### src/tmr2_defines.svh
// register offsets, control field positions and reset values for timer two
`ifndef TMR2_DEFINES_SVH
`define TMR2_DEFINES_SVH

// ----------------------------------------------------------------------------
// special function register addresses
// ----------------------------------------------------------------------------
`define TMR2_ADDR_CONTROL   8'hC8
`define TMR2_ADDR_RCAP_LOW  8'hCA
`define TMR2_ADDR_RCAP_HIGH 8'hCB
`define TMR2_ADDR_CNT_LOW   8'hCC
`define TMR2_ADDR_CNT_HIGH  8'hCD

// ----------------------------------------------------------------------------
// control register bit positions
// ----------------------------------------------------------------------------
`define TMR2_BIT_OVF   7
`define TMR2_BIT_EXT   6
`define TMR2_BIT_RCLK  5
`define TMR2_BIT_TRANSMIT_CLOCK_SELECT  4
`define TMR2_BIT_EXEN  3
`define TMR2_BIT_RUN   2
`define TMR2_BIT_SRC   1
`define TMR2_BIT_CAP   0

// ----------------------------------------------------------------------------
// reset values and count maximum
// ----------------------------------------------------------------------------
`define TMR2_CONTROL_RESET 8'h00
`define TMR2_BYTE_RESET    8'h00
`define TMR2_COUNT_RESET   16'h0000
`define TMR2_COUNT_MAX     16'hFFFF

`endif

### src/tmr2_pkg.sv
// types shared by the timer two modules
package tmr2_pkg;

    // one-hot operating mode
    typedef enum logic [3:0] {
        TMR2_MODE_OFF    = 4'b0001,
        TMR2_MODE_RELOAD = 4'b0010,
        TMR2_MODE_CAPT   = 4'b0100,
        TMR2_MODE_BAUD   = 4'b1000
    } tmr2_mode_e;

endpackage

### src/tmr2_evt_if.sv
// event bundle from the pin edge detector to the timer core
`timescale 1ns/1ps
`default_nettype none

interface tmr2_evt_if;
    logic trig_fall;   // falling edge seen on the trigger input
    logic count_fall;  // falling edge seen on the count input

    modport src (output trig_fall, output count_fall);
    modport dst (input trig_fall, input count_fall);
endinterface

`default_nettype wire

### src/tmr2_edge_detect.sv
// falling edge detectors for the trigger and count inputs
`timescale 1ns/1ps
`default_nettype none

module tmr2_edge_detect (
    // clock and reset
    input  wire logic  clk_i,
    input  wire logic  resetn_i,
    // pins
    input  wire logic  trigger_input_i,
    input  wire logic  count_input_i,
    // events
    tmr2_evt_if.src    evt
);

    logic trig_prev_reg;
    logic trig_prev_next;
    logic cnt_prev_reg;
    logic cnt_prev_next;

    // previous samples; reset high so a low pin at start reads as a falling edge
    always_comb begin
        trig_prev_next = trigger_input_i;
        cnt_prev_next  = count_input_i;
    end

    always_ff @(posedge clk_i) begin
        if (!resetn_i) begin
            trig_prev_reg <= 1'b1;
            cnt_prev_reg  <= 1'b1;
        end else begin
            trig_prev_reg <= trig_prev_next;
            cnt_prev_reg  <= cnt_prev_next;
        end
    end

    // compare previous with current sample
    assign evt.trig_fall  = trig_prev_reg & ~trigger_input_i;
    assign evt.count_fall = cnt_prev_reg & ~count_input_i;

endmodule

`default_nettype wire

### src/tmr2_mode_decode.sv
// operating mode decode from the control bits
`timescale 1ns/1ps
`default_nettype none

module tmr2_mode_decode (
    // control bits
    input  wire logic          run_control_i,
    input  wire logic          rclk_sel_i,
    input  wire logic          transmit_clock_select_sel_i,
    input  wire logic          capture_select_i,
    // decoded mode
    output tmr2_pkg::tmr2_mode_e mode_o
);

    // run bit overrides everything, then baud, then capture/reload
    always_comb begin
        if (!run_control_i) begin
            mode_o = tmr2_pkg::TMR2_MODE_OFF;
        end else if (rclk_sel_i | transmit_clock_select_sel_i) begin
            mode_o = tmr2_pkg::TMR2_MODE_BAUD;
        end else if (capture_select_i) begin
            mode_o = tmr2_pkg::TMR2_MODE_CAPT;
        end else begin
            mode_o = tmr2_pkg::TMR2_MODE_RELOAD;
        end
    end

endmodule

`default_nettype wire

### src/tmr2_timer.sv
// sixteen bit timer two with auto-reload, capture and baud clock modes
// Notes on behaviour
// - overflow flag sets on count overflow, not in baud mode; software clears
// - external flag sets on trigger-caused capture/reload; software clears it
// - receive clock select routes this overflow to receiver, else timer one
// - transmit clock select routes this overflow to transmitter, else timer one
// - trigger edges act only with trigger enable and not in baud mode
// - run bit clear stops counting whatever the other bits say
// - source select picks count input edges or core clock
// - capture select picks capture or reload; baud mode forces reload
// - baud mode whenever either serial clock select bit is set and running
// - reload mode rollover sets overflow flag and loads reload pair
// - reload mode trigger edge also reloads and sets external flag
// - capture mode trigger edge copies count into pair, sets external flag
// - capture mode counts freely, overflow sets flag with no reload
// - external flag still works in baud mode as extra interrupt
`timescale 1ns/1ps
`default_nettype none
`include "tmr2_defines.svh"

module tmr2_timer (
    // clock and reset
    input  wire logic        clk_i,
    input  wire logic        resetn_i,
    // special function register port
    input  wire logic [7:0]  sfr_addr_i,
    input  wire logic        sfr_wr_i,
    input  wire logic [7:0]  sfr_wdata_i,
    output logic      [7:0]  sfr_rdata_o,
    // pins
    input  wire logic        trigger_input_i,
    input  wire logic        count_input_i,
    // other timer overflow, for the serial clock choice
    input  wire logic        timer1_ovf_i,
    // serial port clocks and interrupt requests
    output logic             rx_baud_tick_o,
    output logic             tx_baud_tick_o,
    output logic             overflow_flag_o,
    output logic             external_event_flag_o
);

    // ------------------------------------------------------------------------
    // state
    // ------------------------------------------------------------------------
    logic [7:0]  ctrl_reg;
    logic [7:0]  ctrl_next;
    logic [15:0] count_reg;
    logic [15:0] count_next;
    logic [15:0] rcap_reg;
    logic [15:0] rcap_next;
    logic [7:0]  rdata_reg;
    logic [7:0]  rdata_next;
    logic        rx_tick_reg;
    logic        rx_tick_next;
    logic        tx_tick_reg;
    logic        tx_tick_next;

    tmr2_pkg::tmr2_mode_e mode;
    tmr2_evt_if           evt ();

    logic inc;
    logic ovf;
    logic trig_act;
    logic baud_ovf;

    // ------------------------------------------------------------------------
    // sub blocks
    // ------------------------------------------------------------------------
    tmr2_edge_detect u_edge (
        .clk_i           (clk_i),
        .resetn_i        (resetn_i),
        .trigger_input_i (trigger_input_i),
        .count_input_i   (count_input_i),
        .evt             (evt)
    );

    tmr2_mode_decode u_mode (
        .run_control_i    (ctrl_reg[`TMR2_BIT_RUN]),
        .rclk_sel_i       (ctrl_reg[`TMR2_BIT_RCLK]),
        .transmit_clock_select_sel_i       (ctrl_reg[`TMR2_BIT_TRANSMIT_CLOCK_SELECT]),
        .capture_select_i (ctrl_reg[`TMR2_BIT_CAP]),
        .mode_o           (mode)
    );

    // byte write to one register address
    function automatic logic wr_hit(input logic [7:0] a);
        wr_hit = sfr_wr_i && (sfr_addr_i == a);
    endfunction

    // ------------------------------------------------------------------------
    // count events
    // ------------------------------------------------------------------------
    // count source and run gating
    always_comb begin
        inc = 1'b0;
        if (mode != tmr2_pkg::TMR2_MODE_OFF) begin
            inc = ctrl_reg[`TMR2_BIT_SRC] ? evt.count_fall : 1'b1;
        end
    end

    assign ovf = inc && (count_reg == `TMR2_COUNT_MAX);

    // trigger edges ignored without enable or while clocking the serial port
    assign trig_act = evt.trig_fall && ctrl_reg[`TMR2_BIT_EXEN]
                      && !ctrl_reg[`TMR2_BIT_RCLK]
                      && !ctrl_reg[`TMR2_BIT_TRANSMIT_CLOCK_SELECT];

    assign baud_ovf = ovf && (mode == tmr2_pkg::TMR2_MODE_BAUD);

    // ------------------------------------------------------------------------
    // counter, reload/capture pair and control register
    // ------------------------------------------------------------------------
    // hardware events are applied after the control and pair writes so a set wins
    // over a clear in the same cycle
    always_comb begin
        ctrl_next  = ctrl_reg;
        count_next = count_reg;
        rcap_next  = rcap_reg;

        // software writes
        if (wr_hit(`TMR2_ADDR_CONTROL)) begin
            ctrl_next = sfr_wdata_i;
        end
        if (wr_hit(`TMR2_ADDR_RCAP_LOW)) begin
            rcap_next[7:0] = sfr_wdata_i;
        end
        if (wr_hit(`TMR2_ADDR_RCAP_HIGH)) begin
            rcap_next[15:8] = sfr_wdata_i;
        end

        // counting
        if (inc) begin
            count_next = count_reg + 16'h0001;
        end

        unique case (mode)
            tmr2_pkg::TMR2_MODE_OFF: begin
                // trigger still honoured while stopped: edge path is
                // independent of the run bit
                if (trig_act) begin
                    if (ctrl_reg[`TMR2_BIT_CAP]) begin
                        rcap_next = count_reg;
                    end else begin
                        count_next = rcap_reg;
                    end
                    ctrl_next[`TMR2_BIT_EXT] = 1'b1;
                end
            end
            tmr2_pkg::TMR2_MODE_RELOAD: begin
                if (ovf || trig_act) begin
                    count_next = rcap_reg;
                end
                if (ovf) begin
                    ctrl_next[`TMR2_BIT_OVF] = 1'b1;
                end
                if (trig_act) begin
                    ctrl_next[`TMR2_BIT_EXT] = 1'b1;
                end
            end
            tmr2_pkg::TMR2_MODE_CAPT: begin
                if (ovf) begin
                    ctrl_next[`TMR2_BIT_OVF] = 1'b1;
                end
                if (trig_act) begin
                    rcap_next = count_reg;
                    ctrl_next[`TMR2_BIT_EXT] = 1'b1;
                end
            end
            tmr2_pkg::TMR2_MODE_BAUD: begin
                // forced reload, no overflow flag
                if (ovf) begin
                    count_next = rcap_reg;
                end
                // external flag may still fire from a raw trigger edge
                if (evt.trig_fall && ctrl_reg[`TMR2_BIT_EXEN]) begin
                    ctrl_next[`TMR2_BIT_EXT] = 1'b1;
                end
            end
        endcase

        // software write to count bytes takes priority over counting
        if (wr_hit(`TMR2_ADDR_CNT_LOW)) begin
            count_next[7:0] = sfr_wdata_i;
        end
        if (wr_hit(`TMR2_ADDR_CNT_HIGH)) begin
            count_next[15:8] = sfr_wdata_i;
        end
    end

    // control and data registers
    always_ff @(posedge clk_i) begin
        if (!resetn_i) begin
            ctrl_reg  <= `TMR2_CONTROL_RESET;
            count_reg <= `TMR2_COUNT_RESET;
            rcap_reg  <= `TMR2_COUNT_RESET;
        end else begin
            ctrl_reg  <= ctrl_next;
            count_reg <= count_next;
            rcap_reg  <= rcap_next;
        end
    end

    // ------------------------------------------------------------------------
    // serial clock routing and read data
    // ------------------------------------------------------------------------
    // one register stage keeps every output straight off a flip-flop
    always_comb begin
        rx_tick_next = ctrl_reg[`TMR2_BIT_RCLK] ? baud_ovf
                                                : timer1_ovf_i;
        tx_tick_next = ctrl_reg[`TMR2_BIT_TRANSMIT_CLOCK_SELECT] ? baud_ovf
                                                : timer1_ovf_i;
        unique case (sfr_addr_i)
            `TMR2_ADDR_CONTROL:   rdata_next = ctrl_next;
            `TMR2_ADDR_RCAP_LOW:  rdata_next = rcap_next[7:0];
            `TMR2_ADDR_RCAP_HIGH: rdata_next = rcap_next[15:8];
            `TMR2_ADDR_CNT_LOW:   rdata_next = count_next[7:0];
            `TMR2_ADDR_CNT_HIGH:  rdata_next = count_next[15:8];
            default:              rdata_next = `TMR2_BYTE_RESET;
        endcase
    end

    always_ff @(posedge clk_i) begin
        if (!resetn_i) begin
            rx_tick_reg <= 1'b0;
            tx_tick_reg <= 1'b0;
            rdata_reg   <= `TMR2_BYTE_RESET;
        end else begin
            rx_tick_reg <= rx_tick_next;
            tx_tick_reg <= tx_tick_next;
            rdata_reg   <= rdata_next;
        end
    end

    assign sfr_rdata_o           = rdata_reg;
    assign rx_baud_tick_o        = rx_tick_reg;
    assign tx_baud_tick_o        = tx_tick_reg;
    assign overflow_flag_o       = ctrl_reg[`TMR2_BIT_OVF];
    assign external_event_flag_o = ctrl_reg[`TMR2_BIT_EXT];

endmodule

`default_nettype wire

### config.mk
export PLATFORM = sky130hd
export DESIGN_NAME = tmr2_timer
export DESIGN_NICKNAME = d
export VERILOG_FILES = /design/src/tmr2_pkg.sv /design/src/tmr2_evt_if.sv /design/src/tmr2_edge_detect.sv /design/src/tmr2_mode_decode.sv /design/src/tmr2_timer.sv
export VERILOG_INCLUDE_DIRS = /design/src
export SDC_FILE = /design/constraint.sdc
export NUM_CORES = 1
export LEC_CHECK = 0
export BUFFER_PORTS_ARGS = -buffer_cell sky130_fd_sc_hd__buf_2
export CORE_ASPECT_RATIO = 1.25
export CORE_MARGIN = 1
export CORE_UTILIZATION = 45
export DETAILED_ROUTE_END_ITERATION = 8
export PLACE_DENSITY = 0.62
export REMOVE_ABC_BUFFERS = 1
export SLEW_MARGIN = 0
export SYNTH_ARGS = -nofsm -noshare
export SYNTH_HDL_FRONTEND = slang
export SYNTH_SLANG_ARGS = --single-unit
### constraint.sdc
create_clock -name clk_i -period 2.2 [get_ports clk_i]
set_clock_uncertainty 0.15 [all_clocks]
set_input_delay 0.33 -clock clk_i [delete_from_list [all_inputs] [get_ports clk_i]]
set_output_delay 0.33 -clock clk_i [all_outputs]
set_load 0.02 [all_outputs]
==> flow_summary.html <==
<table>
<tr><th>Metric</th><th>Value</th></tr>
<tr><th colspan="2">Setup path</th></tr>
<tr><td>Master of the slowest instance on the critical path</td><td>sky130_fd_sc_hd__dfxtp_2</td></tr>
<tr><td>Critical path startpoint category</td><td>flop</td></tr>
<tr><td>Arrival time of the worst setup path</td><td>around 2.2 ns</td></tr>
<tr><td>Largest delay share family, worst path</td><td>compound AO/OA/AOI/OAI gates</td></tr>
<tr><td>Number of buffers and inverters on the critical path</td><td>1</td></tr>
<tr><td>Worst Path Class, Setup</td><td>reg2reg</td></tr>
<tr><td>Crit end category</td><td>flop</td></tr>
<tr><td>CP max stage delay</td><td>0.37 ns</td></tr>
<tr><td>Maximum fanout count along the critical path</td><td>5</td></tr>
<tr><td>Cell Chain, Critical Path</td><td>nand4_1, nor4_4, a31oi_4, buf_6, mux2_2, o211ai_1, o221ai_1</td></tr>
<tr><td>Required arrival time at the worst endpoint</td><td>about 2.2 ns</td></tr>
<tr><th colspan="2">Clock network</th></tr>
<tr><td>Number of clock sinks</td><td>52</td></tr>
<tr><td>Total of hold buffers inserted after clock tree synthesis</td><td>0</td></tr>
<tr><td>TritonCTS clock tree</td><td>built</td></tr>
<tr><td>Clock Pin Slew Worst Setup and Hold Paths</td><td>0.11 ns</td></tr>
<tr><td>Cts bufs inserted</td><td>5</td></tr>
<tr><td>Worst skew pair latency</td><td>around 0.32 ns</td></tr>
<tr><td>Max Root-Sink Buffers</td><td>2</td></tr>
<tr><td>H-tree Lvls</td><td>2</td></tr>
<tr><td>Root buffer selected by CTS</td><td>sky130_fd_sc_hd__clkbuf_8</td></tr>
<tr><th colspan="2">Final layout</th></tr>
<tr><td>Ant diodes</td><td>0</td></tr>
<tr><td>Fill cell total of the finished layout</td><td>between 600 and 700</td></tr>
<tr><td>Growth of design area from synthesis to finish</td><td>34.41%</td></tr>
<tr><td>Ratio of cells with drive above 1 in the final layout</td><td>34.50%</td></tr>
<tr><td>Finished Layout Cells</td><td>between 600 and 700</td></tr>
<tr><td>Count of nets after finishing</td><td>around 570</td></tr>
<tr><th colspan="2">Placement</th></tr>
<tr><td>Post-DP HPWL</td><td>between 9000 and 10000 um</td></tr>
<tr><td>Placed cell count</td><td>621</td></tr>
<tr><td>Count of input and output buffers</td><td>33</td></tr>
<tr><td>Post-placement setup slack</td><td>-0.1609 ns</td></tr>
<tr><td>RePlAce Congestion</td><td>around 0.97</td></tr>
<tr><th colspan="2">Floorplanning</th></tr>
<tr><td>Count of pins on the block boundary</td><td>34</td></tr>
<tr><td>Width of the die</td><td>approximately 80 um</td></tr>
<tr><td>Placement row count</td><td>35</td></tr>
<tr><td>Area of the placeable core</td><td>about 0.0073 mm2</td></tr>
<tr><td>Overall die area</td><td>0.007868 mm2</td></tr>
<tr><td>Starting Density</td><td>46.24%</td></tr>
<tr><td>Die Y-Extent</td><td>98.93 um</td></tr>
<tr><th colspan="2">Synthesis</th></tr>
<tr><td>Area share of the largest cell type after synthesis</td><td>between 30% and 40%</td></tr>
<tr><td>Cells taking the most area after synthesis</td><td>sky130_fd_sc_hd__dfxtp_1 (31%), sky130_fd_sc_hd__nand2_1 (7.8%), sky130_fd_sc_hd__a21oi_1 (5.0%)</td></tr>
<tr><td>Number of flops mapped to enable cells by yosys</td><td>0</td></tr>
<tr><td>Seq/Total Area, Yosys</td><td>between 30% and 40%</td></tr>
<tr><td>Summed instance area of the synthesized netlist</td><td>around 0.0034 mm2</td></tr>
<tr><td>Asr flop ratio synth</td><td>0%</td></tr>
<tr><td>Number of warnings reported in the yosys synthesis log</td><td>0</td></tr>
<tr><td>Flip-flop cell with the highest count after synthesis</td><td>sky130_fd_sc_hd__dfxtp_1</td></tr>
<tr><td>Cell taking the most area after synthesis</td><td>sky130_fd_sc_hd__dfxtp_1</td></tr>
<tr><td>Netlist cell types</td><td>56</td></tr>
<tr><td>Commonest cells in the synthesized netlist</td><td>sky130_fd_sc_hd__nand2_1 (70), sky130_fd_sc_hd__dfxtp_1 (52), sky130_fd_sc_hd__a21oi_1 (34), sky130_fd_sc_hd__nand3_1 (28), sky130_fd_sc_hd__nor2_1 (28)</td></tr>
<tr><td>Most frequent cell after synthesis</td><td>sky130_fd_sc_hd__nand2_1</td></tr>
<tr><td>Mapped Avg Cell Area</td><td>roughly 7.7 um2</td></tr>
<tr><td>Mapped Cells</td><td>439</td></tr>
<tr><td>Flip-flop and latch count after synthesis</td><td>52</td></tr>
<tr><th colspan="2">Global routing</th></tr>
<tr><td>First-pass GRT wire length</td><td>approximately 20000 um</td></tr>
<tr><td>Via count of the first global-routing pass</td><td>about 3700</td></tr>
<tr><td>Maximum number of pins on one net before global-route repair</td><td>32</td></tr>
<tr><td>GR Overflow Total</td><td>0</td></tr>
<tr><td>Antenna violations before repair</td><td>0</td></tr>
<tr><td>Tot GR Track Use</td><td>about a third</td></tr>
<tr><th colspan="2">Timing</th></tr>
<tr><td>Final worst hold slack</td><td>~0.047 ns</td></tr>
<tr><td>Least-Margin Pin Slew</td><td>0.4575 ns</td></tr>
<tr><td>Final worst slack</td><td>-0.002539 ns</td></tr>
<tr><td>Count of final setup violators</td><td>1</td></tr>
<tr><td>Final count of pins violating max slew</td><td>0</td></tr>
<tr><td>Number of hold-slack violations in the final timing report</td><td>0</td></tr>
<tr><td>Highest clock rate</td><td>about 450 MHz</td></tr>
<tr><td>Post-route setup TNS</td><td>-0.002539 ns</td></tr>
<tr><td>Unrepaired setup endpoints after global routing</td><td>yes</td></tr>
<tr><td>Period Utilization, post-route</td><td>100.1%</td></tr>
<tr><td>Relative slew margins</td><td>about 69%</td></tr>
<tr><td>Min Clock Period, post-route</td><td>about 2.2 ns</td></tr>
<tr><th colspan="2">Pwr</th></tr>
<tr><td>Relative contribution of the clock network to total power</td><td>38.3%</td></tr>
<tr><td>Part of the total power dissipated in combinational logic</td><td>under 10%</td></tr>
<tr><td>Peak supply drop</td><td>approximately 0.30 mV</td></tr>
<tr><td>Internal Pwr Total</td><td>around 1300 uW</td></tr>
<tr><td>Power Total</td><td>between 1500 and 2000 uW</td></tr>
<tr><td>Switching Fraction</td><td>between 20% and 30%</td></tr>
<tr><td>Switching power summed over all nets</td><td>446.8 uW</td></tr>
<tr><td>Power per Cell Area</td><td>393.4 mW/mm2</td></tr>
<tr><td>Leakage</td><td>0.001915 uW</td></tr>
<tr><td>Reg power frac</td><td>a little over half</td></tr>
<tr><th colspan="2">Routing</th></tr>
<tr><td>Post-detailed-route via-to-cell ratio</td><td>6.250</td></tr>
<tr><td>Total iterations of the first detailed-routing run</td><td>5</td></tr>
<tr><td>Number of antenna-violating nets in the routed design</td><td>0</td></tr>
<tr><td>DRC violations left</td><td>0</td></tr>
<tr><td>Number of DRC violations after detailed-routing iteration 0</td><td>385</td></tr>
<tr><td>Detailed-route wire length per cell</td><td>just over 20 um</td></tr>
<tr><td>Vias</td><td>about 4000</td></tr>
<tr><td>Routed WL</td><td>about 13000 um</td></tr>
<tr><th colspan="2">Run status</th></tr>
<tr><td>Status</td><td>finished with violations</td></tr>
<tr><td>Failing checks</td><td>negative setup slack</td></tr>
<tr><th colspan="2">Hold path</th></tr>
<tr><td>Worst Hold Class</td><td>in2reg</td></tr>
<tr><th colspan="2">Run</th></tr>
<tr><td>Total of max-cap violations</td><td>0</td></tr>
</table>
-- cells in the final DEF (no fill, tap or decap), types with 5 or more instances in the layout --
cell type,instances
sky130_fd_sc_hd__a211oi_1,11
sky130_fd_sc_hd__a21oi_1,29
sky130_fd_sc_hd__a311oi_1,11
sky130_fd_sc_hd__and2_1,5
sky130_fd_sc_hd__and3_1,7
sky130_fd_sc_hd__buf_2,33
sky130_fd_sc_hd__buf_4,89
sky130_fd_sc_hd__clkbuf_8,5
sky130_fd_sc_hd__dfxtp_1,40
sky130_fd_sc_hd__dfxtp_2,12
sky130_fd_sc_hd__inv_1,11
sky130_fd_sc_hd__mux2_2,8
sky130_fd_sc_hd__mux2i_1,14
sky130_fd_sc_hd__nand2_1,70
sky130_fd_sc_hd__nand2b_1,8
sky130_fd_sc_hd__nand3_1,27
sky130_fd_sc_hd__nand4_1,6
sky130_fd_sc_hd__nor2_1,22
sky130_fd_sc_hd__nor2_2,6
sky130_fd_sc_hd__o211ai_1,9
sky130_fd_sc_hd__o21ai_0,17
sky130_fd_sc_hd__o221ai_1,8
sky130_fd_sc_hd__xor2_1,8
-- per-stage QoR --
stage / utilization [%] / instance area, um2
2_1_floorplan: - / 3229
3_3_place_gp: 57.37 / 4195
5_1_grt: 62.16 / 4546
6_report: 62.16 / 4546
4_1_cts: 60.12 / 4397
3_5_place_dp: 57.37 / 4195
-- worst paths after layout --
| kind | startpoint | end | slack (ns) | cells after the start |
|---|---|---|---|---|
| setup / recovery | count_reg[11]$_SDFF_PN0_ | sfr_rdata_o[7]$_SDFF_PN0_ | -0.003 | 7 |
| hold / removal | trigger_input_i | u_edge.trig_prev_reg$_SDFF_PN1_ | 0.05 | 2 |
| setup reg to reg | count_reg[11]$_SDFF_PN0_ | sfr_rdata_o[7]$_SDFF_PN0_ | -0.003 | 7 |
| hold reg to reg | ctrl_reg[3]$_SDFF_PN0_ | ctrl_reg[3]$_SDFF_PN0_ | 0.35 | 2 |
-- area by class of cell --
class	count	area, um2	area share (%)
multi-input combinational	346	2300	50.59
sequential	52	1056	23.23
timing repair buffer	128	922.1	20.29
tap	92	115.1	2.532
clock buffer	6	72.57	1.596
inverter	11	41.29	0.9083
clock inverter	2	38.79	0.8533
-- power groups by stage --
stage          sequential (uW)  combinational [uW]  clock (uW)
2_1_floorplan              972                54.6           0
3_3_place_gp               969                 147           0
3_5_place_dp               969                 149           0
4_1_cts                    947                 150         695
5_1_grt                    948                 168         717
6_report                   947                 156         685
-- repair_timing --
item / CTS / global route
endpoints found under the setup margin: 7 / 12
pin swaps: 3 / 7
gates resized for setup: 12 / 37
hold endpoints to repair: 0 / 0
gates cloned: 1 / 0
buffers inserted: 5 / 2
-- kinds of logic (layout without fill, tap and decap cells) --
| group | Yosys count | count (layout) | share of synthesized area (%) |
|---|---|---|---|
| fa+ha+maj | 1 | 1 | 0.3699 |
| flops | 52 | 52 | 30.78 |
| xor+xnor | 13 | 13 | 3.367 |
| compound gates | 123 | 124 | 25.23 |
| mux | 22 | 22 | 6.807 |
| simple gates | 186 | 186 | 27.71 |
| buf+inv | 42 | 147 | 5.734 |
-- per-layer routing --
metal	routed length (um)	track usage, %	vias up
li1	-	-	1837
met1	5176	42.10	1876
met2	5860	52.20	212
met3	1079	5.370	56
met4	700	17.34	0
met5	0	0	-
Power figures use the tool's default switching activity.
